<file path="config.mk">
export PLATFORM = sky130hd
export DESIGN_NAME = adc_conversion_sequencer
export DESIGN_NICKNAME = d
export VERILOG_FILES = /design/src/hw/adc_seq_pkg.sv /design/src/hw/adc_prescaler.sv /design/src/hw/adc_conversion_sequencer.sv
export VERILOG_INCLUDE_DIRS = /design/src /design/src/hw
export SDC_FILE = /design/constraint.sdc
export NUM_CORES = 1
export LEC_CHECK = 0
export BUFFER_PORTS_ARGS = -buffer_cell sky130_fd_sc_hd__buf_2
export CAP_MARGIN = 20
export CORE_ASPECT_RATIO = 1.5
export CORE_UTILIZATION = 57
export DETAILED_ROUTE_END_ITERATION = 10
export HOLD_SLACK_MARGIN = 0.15
export PLACE_DENSITY = 0.85
export SYNTH_ARGS = -nofsm -noshare
export SYNTH_HDL_FRONTEND = slang
export SYNTH_HIERARCHICAL = 1
export SYNTH_SLANG_ARGS = --single-unit
</file>
<file path="constraint.sdc">
create_clock -name CORE_CLK -period 10.3 [get_ports CORE_CLK]
set_input_delay 1.03 -clock CORE_CLK [delete_from_list [all_inputs] [get_ports CORE_CLK]]
set_output_delay 1.03 -clock CORE_CLK [all_outputs]
set_load 0.03 [all_outputs]
</file>
<file path="src/hw/adc_seq_params.svh">
`ifndef ADC_SEQ_PARAMS_SVH
`define ADC_SEQ_PARAMS_SVH

// register byte offsets
`define ADC_OFS_CTRL 8'h00
`define ADC_OFS_SEL 8'h04
`define ADC_OFS_TRIG 8'h08
`define ADC_OFS_RESL 8'h0c
`define ADC_OFS_RESH 8'h10
`define ADC_OFS_STAT 8'h14

// control register fields
`define ADC_CTRL_EN 0
`define ADC_CTRL_START 1
`define ADC_CTRL_AUTO 2
`define ADC_CTRL_DONE 3
`define ADC_CTRL_DIV_LO 4
`define ADC_CTRL_DIV_HI 6

// selection register fields
`define ADC_SEL_CH_LO 0
`define ADC_SEL_CH_HI 4
`define ADC_SEL_REF_LO 6
`define ADC_SEL_REF_HI 7
`define ADC_SEL_DIFF_BIT 4

// reset values
`define ADC_RST_DIV 3'h0
`define ADC_RST_SEL 7'h00
`define ADC_RST_SRC 3'h0
`define ADC_RST_RES 10'h000

// free running trigger source code
`define ADC_SRC_FREE 3'h0

// timing in half converter clocks from conversion start
`define ADC_SH_NORMAL 6'h03
`define ADC_END_NORMAL 6'h1a
`define ADC_SH_FIRST 6'h1b
`define ADC_END_FIRST 6'h32
`define ADC_SH_TRIG 6'h04
`define ADC_END_TRIG 6'h1b
`define ADC_SH_DIFF_LATE 6'h05
`define ADC_END_DIFF_LATE 6'h1c
// selection unlocks in the last converter clock
`define ADC_UNLOCK_LEAD 6'h02

`endif

</file>
<file path="src/hw/adc_seq_pkg.sv">
package adc_seq_pkg;
	typedef enum logic [1:0] {
		SEQ_IDLE = 2'b00,
		SEQ_WAIT = 2'b01,
		SEQ_CONV = 2'b10
	} seq_state_t;

	typedef logic [9:0] result_t;
	typedef logic [6:0] select_t;
endpackage

</file>
<file path="src/hw/adc_prescaler.sv">
`timescale 1ns/10ps
`include "adc_seq_params.svh"

module adc_prescaler (
	// clock and reset
	input wire logic clk,
	input wire logic rst,
	// control
	input wire logic enable,
	input wire logic restart,
	input wire logic [2:0] div_sel,
	// converter clock enables
	output logic tick,
	output logic half_tick
);
	logic [6:0] cnt_q;
	logic [6:0] cnt_d;
	logic [7:0] div;

	// power of two divisor, select 0 also divides by two
	always_comb begin
		if (div_sel == 3'h0) begin
			div = 8'h02;
		end else begin
			div = 8'h01 << div_sel;
		end
	end

	assign tick = enable && !restart && ({1'b0, cnt_q} == div - 8'h01);
	assign half_tick = enable && !restart && ({1'b0, cnt_q} == (div >> 1) - 8'h01);

	// counter held at zero while disabled or on a trigger restart
	always_comb begin
		if (!enable || restart) begin
			cnt_d = 7'h00;
		end else if (tick) begin
			cnt_d = 7'h00;
		end else begin
			cnt_d = cnt_q + 7'h01;
		end
	end

	always_ff @(posedge clk) begin
		if (rst) begin
			cnt_q <= 7'h00;
		end else begin
			cnt_q <= cnt_d;
		end
	end
endmodule

</file>
<file path="src/hw/adc_conversion_sequencer.sv">
// Register access over AHB-Lite and the placing of the registers were left to the implementer.
`timescale 1ns/10ps
`include "adc_seq_params.svh"

module adc_conversion_sequencer (
	// clock and reset
	input wire logic CORE_CLK,
	input wire logic RST,
	// ahb-lite slave
	input wire logic HSEL,
	input wire logic [31:0] HADDR,
	input wire logic [1:0] HTRANS,
	input wire logic HWRITE,
	input wire logic [2:0] HSIZE,
	input wire logic [31:0] HWDATA,
	input wire logic HREADY,
	output logic [31:0] HRDATA,
	output logic HREADYOUT,
	output logic HRESP,
	// trigger sources, index = source code
	input wire logic [7:1] TRIG_IN,
	// converter side
	input wire logic [9:0] RESULT_IN,
	output logic CONV_ENABLE,
	output logic CONV_CLK_EN,
	output logic HALF_RATE_SYNC_CLOCK,
	output logic CONV_BUSY,
	output logic SAMPLE_HOLD,
	output logic [4:0] CHANNEL_SELECT_BITS,
	output logic [1:0] REFERENCE_SELECT_BITS
);
	logic tick;
	logic half_tick;
	logic trig_go;

	// register state
	logic en_q, en_d, auto_q, auto_d, done_q, done_d, lock_q, lock_d;
	logic [2:0] div_q, div_d, src_q, src_d;
	adc_seq_pkg::select_t buf_q, buf_d, appl_q, appl_d;
	adc_seq_pkg::result_t res_q, res_d;
	// sequencer state
	adc_seq_pkg::seq_state_t st_q, st_d;
	logic first_q, first_d, half_q, half_d, hold_q, hold_d;
	logic [5:0] hcnt_q, hcnt_d, sh_q, sh_d, end_q, end_d;
	// bus state
	logic wr_q, wr_d;
	logic [7:0] wa_q, wa_d;
	logic [31:0] rd_q, rd_d;
	// synchronisers
	logic [7:1] tg1_q, tg2_q, tgp_q;
	logic [9:0] rs1_q, rs2_q;
	// registered outputs
	logic sh_out_q, sh_out_d, ck_out_q;

	logic acc;
	logic wr_ctrl, wr_sel, wr_trig;
	logic trig_lvl, trig_prev, diff_sel, free_run, step, conv_end, sw_start;
	logic [5:0] hnext;

	adc_prescaler u_prescaler (
		.clk(CORE_CLK),
		.rst(RST),
		.enable(en_q),
		.restart(trig_go),
		.div_sel(div_q),
		.tick(tick),
		.half_tick(half_tick)
	);

	// two flip-flop synchronisers, then edge history
	always_ff @(posedge CORE_CLK) begin
		if (RST) begin
			tg1_q <= 7'h00;
			tg2_q <= 7'h00;
			tgp_q <= 7'h00;
			rs1_q <= 10'h000;
			rs2_q <= 10'h000;
		end else begin
			tg1_q <= TRIG_IN;
			tg2_q <= tg1_q;
			tgp_q <= tg2_q;
			rs1_q <= RESULT_IN;
			rs2_q <= rs1_q;
		end
	end

	// selected trigger and decode of modes
	always_comb begin
		trig_lvl = 1'b0;
		trig_prev = 1'b0;
		if (src_q != `ADC_SRC_FREE) begin
			trig_lvl = tg2_q[src_q];
			trig_prev = tgp_q[src_q];
		end
	end
	assign diff_sel = appl_q[`ADC_SEL_DIFF_BIT];
	assign free_run = auto_q && (src_q == `ADC_SRC_FREE);
	// pin, two flops, edge register: three cycles to start
	assign trig_go = en_q && auto_q && (src_q != `ADC_SRC_FREE) && (st_q != adc_seq_pkg::SEQ_CONV)
		&& trig_lvl && !trig_prev;
	assign step = (st_q == adc_seq_pkg::SEQ_CONV) && (tick || half_tick);
	assign hnext = hcnt_q + 6'h01;
	assign conv_end = step && (hnext == end_q);

	// ahb address phase and write decode
	assign acc = HSEL && HTRANS[1] && HREADY;
	assign wr_ctrl = wr_q && (wa_q == `ADC_OFS_CTRL);
	assign wr_sel = wr_q && (wa_q == `ADC_OFS_SEL);
	assign wr_trig = wr_q && (wa_q == `ADC_OFS_TRIG);
	assign sw_start = wr_ctrl && HWDATA[`ADC_CTRL_START];

	// bus pipeline and read data
	always_comb begin
		wr_d = acc && HWRITE;
		wa_d = acc ? HADDR[7:0] : wa_q;
		rd_d = 32'h0000_0000;
		if (acc && !HWRITE) begin
			unique case (HADDR[7:0])
				`ADC_OFS_CTRL: rd_d = {25'h0, div_q, done_q, auto_q,
					st_q != adc_seq_pkg::SEQ_IDLE, en_q};
				`ADC_OFS_SEL: rd_d = {24'h0, buf_q[6:5], 1'b0, buf_q[4:0]};
				`ADC_OFS_TRIG: rd_d = {29'h0, src_q};
				`ADC_OFS_RESL: rd_d = {24'h0, res_q[7:0]};
				`ADC_OFS_RESH: rd_d = {30'h0, res_q[9:8]};
				`ADC_OFS_STAT: rd_d = {28'h0, lock_q, first_q, half_q, st_q == adc_seq_pkg::SEQ_CONV};
				default: rd_d = 32'h0000_0000;
			endcase
		end
	end

	always_ff @(posedge CORE_CLK) begin
		if (RST) begin
			wr_q <= 1'b0;
			wa_q <= 8'h00;
			rd_q <= 32'h0000_0000;
		end else begin
			wr_q <= wr_d;
			wa_q <= wa_d;
			rd_q <= rd_d;
		end
	end

	// software registers, result and selection
	always_comb begin
		en_d = en_q;
		auto_d = auto_q;
		div_d = div_q;
		src_d = src_q;
		buf_d = buf_q;
		done_d = done_q;
		res_d = res_q;
		lock_d = lock_q;
		appl_d = appl_q;
		if (wr_ctrl) begin
			en_d = HWDATA[`ADC_CTRL_EN];
			auto_d = HWDATA[`ADC_CTRL_AUTO];
			div_d = HWDATA[`ADC_CTRL_DIV_HI:`ADC_CTRL_DIV_LO];
			if (HWDATA[`ADC_CTRL_DONE]) begin
				done_d = 1'b0;
			end
		end
		if (wr_trig) begin
			src_d = HWDATA[2:0];
		end
		if (wr_sel) begin
			buf_d = {HWDATA[`ADC_SEL_REF_HI:`ADC_SEL_REF_LO],
				HWDATA[`ADC_SEL_CH_HI:`ADC_SEL_CH_LO]};
		end
		// low byte read locks, high byte read releases
		if (acc && !HWRITE && HADDR[7:0] == `ADC_OFS_RESL) begin
			lock_d = 1'b1;
		end else if (acc && !HWRITE && HADDR[7:0] == `ADC_OFS_RESH) begin
			lock_d = 1'b0;
		end
		// completion: set wins over a clear in the same cycle
		if (conv_end) begin
			done_d = 1'b1;
			if (!lock_q) begin
				res_d = rs2_q;
			end
		end
		// copy buffer only while enabled and not frozen by a conversion
		if (en_q && !hold_q) begin
			appl_d = buf_q;
		end
	end

	always_ff @(posedge CORE_CLK) begin
		if (RST) begin
			en_q <= 1'b0;
			auto_q <= 1'b0;
			div_q <= `ADC_RST_DIV;
			src_q <= `ADC_RST_SRC;
			buf_q <= `ADC_RST_SEL;
			done_q <= 1'b0;
			res_q <= `ADC_RST_RES;
			lock_q <= 1'b0;
			appl_q <= `ADC_RST_SEL;
		end else begin
			en_q <= en_d;
			auto_q <= auto_d;
			div_q <= div_d;
			src_q <= src_d;
			buf_q <= buf_d;
			done_q <= done_d;
			res_q <= res_d;
			lock_q <= lock_d;
			appl_q <= appl_d;
		end
	end

	// conversion sequencer
	always_comb begin
		st_d = st_q;
		first_d = first_q;
		half_d = half_q;
		hold_d = hold_q;
		hcnt_d = hcnt_q;
		sh_d = sh_q;
		end_d = end_q;
		sh_out_d = 1'b0;
		// half-rate clock restarts with the prescaler
		if (!en_q || trig_go) begin
			half_d = 1'b0;
		end else if (tick) begin
			half_d = !half_q;
		end
		if (wr_ctrl && HWDATA[`ADC_CTRL_EN] && !en_q) begin
			first_d = 1'b1;
		end
		unique case (st_q)
			adc_seq_pkg::SEQ_IDLE: begin
				if (trig_go) begin
					st_d = adc_seq_pkg::SEQ_CONV;
					hcnt_d = 6'h00;
					hold_d = 1'b1;
					if (first_q || diff_sel) begin
						sh_d = `ADC_SH_FIRST;
						end_d = `ADC_END_FIRST;
					end else begin
						sh_d = `ADC_SH_TRIG;
						end_d = `ADC_END_TRIG;
					end
				end else if (sw_start && en_d) begin
					st_d = adc_seq_pkg::SEQ_WAIT;
				end
			end
			adc_seq_pkg::SEQ_WAIT: begin
				if (tick) begin
					st_d = adc_seq_pkg::SEQ_CONV;
					hcnt_d = 6'h00;
					hold_d = 1'b1;
					if (first_q) begin
						sh_d = `ADC_SH_FIRST;
						end_d = `ADC_END_FIRST;
					end else if (diff_sel && half_q) begin
						sh_d = `ADC_SH_DIFF_LATE;
						end_d = `ADC_END_DIFF_LATE;
					end else begin
						sh_d = `ADC_SH_NORMAL;
						end_d = `ADC_END_NORMAL;
					end
				end
			end
			adc_seq_pkg::SEQ_CONV: begin
				if (step) begin
					hcnt_d = hnext;
					if (hnext == sh_q) begin
						sh_out_d = 1'b1;
					end
					if (hnext >= end_q - `ADC_UNLOCK_LEAD) begin
						hold_d = 1'b0;
					end
				end
				if (conv_end) begin
					first_d = 1'b0;
					if (free_run) begin
						hcnt_d = 6'h00;
						hold_d = 1'b1;
						sh_d = diff_sel ? `ADC_SH_DIFF_LATE : `ADC_SH_NORMAL;
						end_d = diff_sel ? `ADC_END_DIFF_LATE : `ADC_END_NORMAL;
					end else begin
						st_d = adc_seq_pkg::SEQ_IDLE;
					end
				end
			end
			default: st_d = adc_seq_pkg::SEQ_IDLE;
		endcase
		// disabling aborts everything, enabling with start proceeds
		if (!en_d) begin
			st_d = adc_seq_pkg::SEQ_IDLE;
			hold_d = 1'b0;
			sh_out_d = 1'b0;
		end
	end

	always_ff @(posedge CORE_CLK) begin
		if (RST) begin
			st_q <= adc_seq_pkg::SEQ_IDLE;
			first_q <= 1'b0;
			half_q <= 1'b0;
			hold_q <= 1'b0;
			hcnt_q <= 6'h00;
			sh_q <= `ADC_SH_NORMAL;
			end_q <= `ADC_END_NORMAL;
			sh_out_q <= 1'b0;
			ck_out_q <= 1'b0;
		end else begin
			st_q <= st_d;
			first_q <= first_d;
			half_q <= half_d;
			hold_q <= hold_d;
			hcnt_q <= hcnt_d;
			sh_q <= sh_d;
			end_q <= end_d;
			sh_out_q <= sh_out_d;
			ck_out_q <= tick;
		end
	end

	// outputs straight from flops, CONV_BUSY through a decode of st_q, HREADYOUT and HRESP tied off
	assign HRDATA = rd_q;
	assign HREADYOUT = 1'b1 | rd_q[0] & 1'b0;
	assign HRESP = 1'b0;
	assign CONV_ENABLE = en_q;
	assign CONV_CLK_EN = ck_out_q;
	assign HALF_RATE_SYNC_CLOCK = half_q;
	assign CONV_BUSY = st_q == adc_seq_pkg::SEQ_CONV;
	assign SAMPLE_HOLD = sh_out_q;
	assign CHANNEL_SELECT_BITS = appl_q[4:0];
	assign REFERENCE_SELECT_BITS = appl_q[6:5];
endmodule

</file>
==> results_dict.tcl <==
set metrics [dict create \
    clockBufferDepth 2 \
    ys.flop_type "dfxtp_1" \
    antenna_found_initial 0 \
    layout_min_cycle_time_ps 4660 \
    fin_area_sq_um 6280 \
    final_layout_size_suffix_gt1_share_pct 17.3 \
    row_count 43 \
    fp.dieW_microns 82.4 \
    post-dp-hpwl_microns 7950 \
    nNetsFinal 757 \
    cts_root_buf "clkbuf_16" \
    via_per_inst 5.64 \
    wl_per_cell_microns 15.0 \
    post-route-util_pct 67.5 \
    postCtsSetupBuffers 0 \
    grt_pass1_wl_microns 18200 \
    max_freq_mhz 214 \
    fp.dieH_microns 123 \
    hold_buffers 0 \
    nFillCells 732 \
    worst-setup-path-type "flop to flop" \
    vias 4377 \
    setup_tns_ps 0 \
    cp-end-kind "flop" \
    synth.avg_cell_area_sq_um 9.17 \
    relSlewSlack_pct 34.0 \
    die_area_sq_um 10100 \
    ff2ff_path_depth 14 \
    yosys_warnings 6 \
    area_growth_pct 13.6 \
    start_util_pct 59.4 \
    pre_cts_ws_ps 5750 \
    worst_slack_ps 5640 \
    yosysUniqueCellTypes 76 \
    min_path_cells 1 \
    htreeDepth 4 \
    globalplace.congestion 0.850 \
    holdWs_ps 433 \
    drtIter0Drc 280 \
    hold_path.class "flop to flop" \
    powerDensity_nw_per_um2 175 \
    ant_nets 0 \
    cp_max_fo 17 \
    maxCapViolations 0 \
    status "finished, final reports clean" \
    grt_max_degree 102 \
    arrival_ps 5000 \
    tritoncts "yes" \
    setup_viol 0 \
    required_ps 10630 \
    port_buffers 58 \
    ys_ff_latch 120 \
    placeableCoreArea_sq_um 9310 \
    track_usage_pct 24.6 \
    place_area_sq_um 5690 \
    clk_transition_reported_paths_ps 60 \
    final.setup_skew_ps 7.84 \
    ir_worst_vdd_v 0.000164 \
    firstDrtPassIters 5 \
    numCtsBuffers 17 \
    start_kind "flop" \
    synth-edff-count 0 \
    rsz0062_at_grt "false" \
    p_total_mw 1.10 \
    stdcell_count 776 \
    postSynth.asyncResetShare_pct 0 \
    period_share_pct 45.3 \
    leakage_nw 2.53 \
    grt.overflow.total 0 \
    place_inst 744 \
    ctsResizeCount 0 \
    wl_microns 11600 \
    clk_latency_ps 410 \
    tightest_slew_ps 991 \
    cts.sinks 120 \
    drc_errors 0 \
    syn_inst 603 \
    grt_pass1_vias 4020 \
    slew_viol_final 0 \
    yosysSeqAreaShare_pct 43.4 \
    diodes 0 \
    boundaryPins 137 \
    finalHoldViolCount 0 \
    synth_area_sq_um 5530 \
]
layout make-up:
cell class                      count  area (sq um)  share of cell area, %
Clock buffer                       18           439                   6.99
Clock inverter                     14           151                   2.41
Inverter                           17          63.8                   1.02
Multi-Input combinational cell    434          2770                   44.1
Sequential cell                   120          2400                   38.2
Tap cell                          112           140                   2.23
Timing Repair Buffer               61           313                   4.98
power breakdown:
part           total [mW]  switching [mW]  internal (mW)
Sequential          0.476         0.00339          0.473
Clock               0.577           0.215          0.362
Combinational      0.0452          0.0311         0.0142
flip-flops by register name, summed over array words and instances, names as in the netlist, 2 cells and up:
| register | cells |
|---|---|
| wa_q | 8 |
| tg1_q | 7 |
| sh_q | 4 |
| rs2_q | 10 |
| div_q | 3 |
| hcnt_q | 6 |
| tgp_q | 7 |
| end_q | 4 |
| u_prescaler/cnt_q | 7 |
| tg2_q | 7 |
| rs1_q | 10 |
| buf_q | 7 |
| HRDATA | 8 |
| appl_q | 7 |
| st_q | 2 |
| src_q | 3 |
| res_q | 10 |
synth_stat cells (13+ instances only):
library cell / count / area, sq um
a21oi_1: 38 / 190
buf_4: 26 / 195
clkbuf_1: 14 / 52.6
dfxtp_1: 120 / 2400
ha_1: 15 / 188
inv_1: 16 / 60.1
mux2i_1: 30 / 300
nand2_1: 60 / 225
nor2_1: 52 / 195
nor2b_1: 48 / 300
nor3_1: 19 / 95.1
o21ai_0: 19 / 95.1
xor2_1: 13 / 114
layout by cell type, fill, tap and decap left out, drive strengths merged, types with 7 or more instances in the layout:
cell type	netlist	final
dfxtp	120	120
buf	38	61
nand2	60	60
nor2	52	52
nor2b	48	48
a21oi	38	38
mux2i	30	30
conb	2	26
nor3	21	21
o21ai	19	19
clkbuf	18	18
inv	17	18
ha	15	15
xor2	13	13
nand3	10	10
xnor2	10	10
clkinvlp	0	8
or3	7	7
worst max-delay path: stages, from the launching register on:
cell and delay [ps]:
dfxtp_1 680, inv_1 150, or3_1 380, ha_1 290
nor3b_1 280, o22ai_1 160, xnor2_1 200, a2111oi_4 330
buf_4 260, o21ai_0 280, nor4_4 280, nand4b_1 190
a221oi_4 660, mux2i_1 250, nor2b_1 180
logic make-up after synthesis:
kind of cell             after synthesis  share of synthesized area, %
XOR/XNOR                              24                          4.07
AO/OA/AOI/OAI                         95                          11.7
adder cells (fa/ha/maj)               15                          3.39
buffers and inverters                 73                          8.06
flip-flops                           120                          43.4
multiplexers                          30                          5.43
AND/OR/NAND/NOR                      244                          23.8
other                                  2                         0.136
final timing paths:
path | from | endpoint | slack (ps)
worst max register to register | div_q[1]$_SDFFE_PP0P_ | end_q[2]$_SDFFE_PP0P_ | 5640
worst max-delay path | div_q[1]$_SDFFE_PP0P_ | end_q[2]$_SDFFE_PP0P_ | 5640
worst min register to register | rs1_q[5]$_SDFF_PP0_ | rs2_q[5]$_SDFF_PP0_ | 430
worst min-delay path | rs1_q[5]$_SDFF_PP0_ | rs2_q[5]$_SDFF_PP0_ | 430
layer usage:
layer	vias up	wire length (microns)	GRT usage (%)
li1	2123	-	-
met1	2046	4470	25.4
met2	174	6100	42.4
met3	34	722	7.96
met4	0	333	14.4
met5	-	0	0
Note: power is estimated with default switching activity, not from simulation.
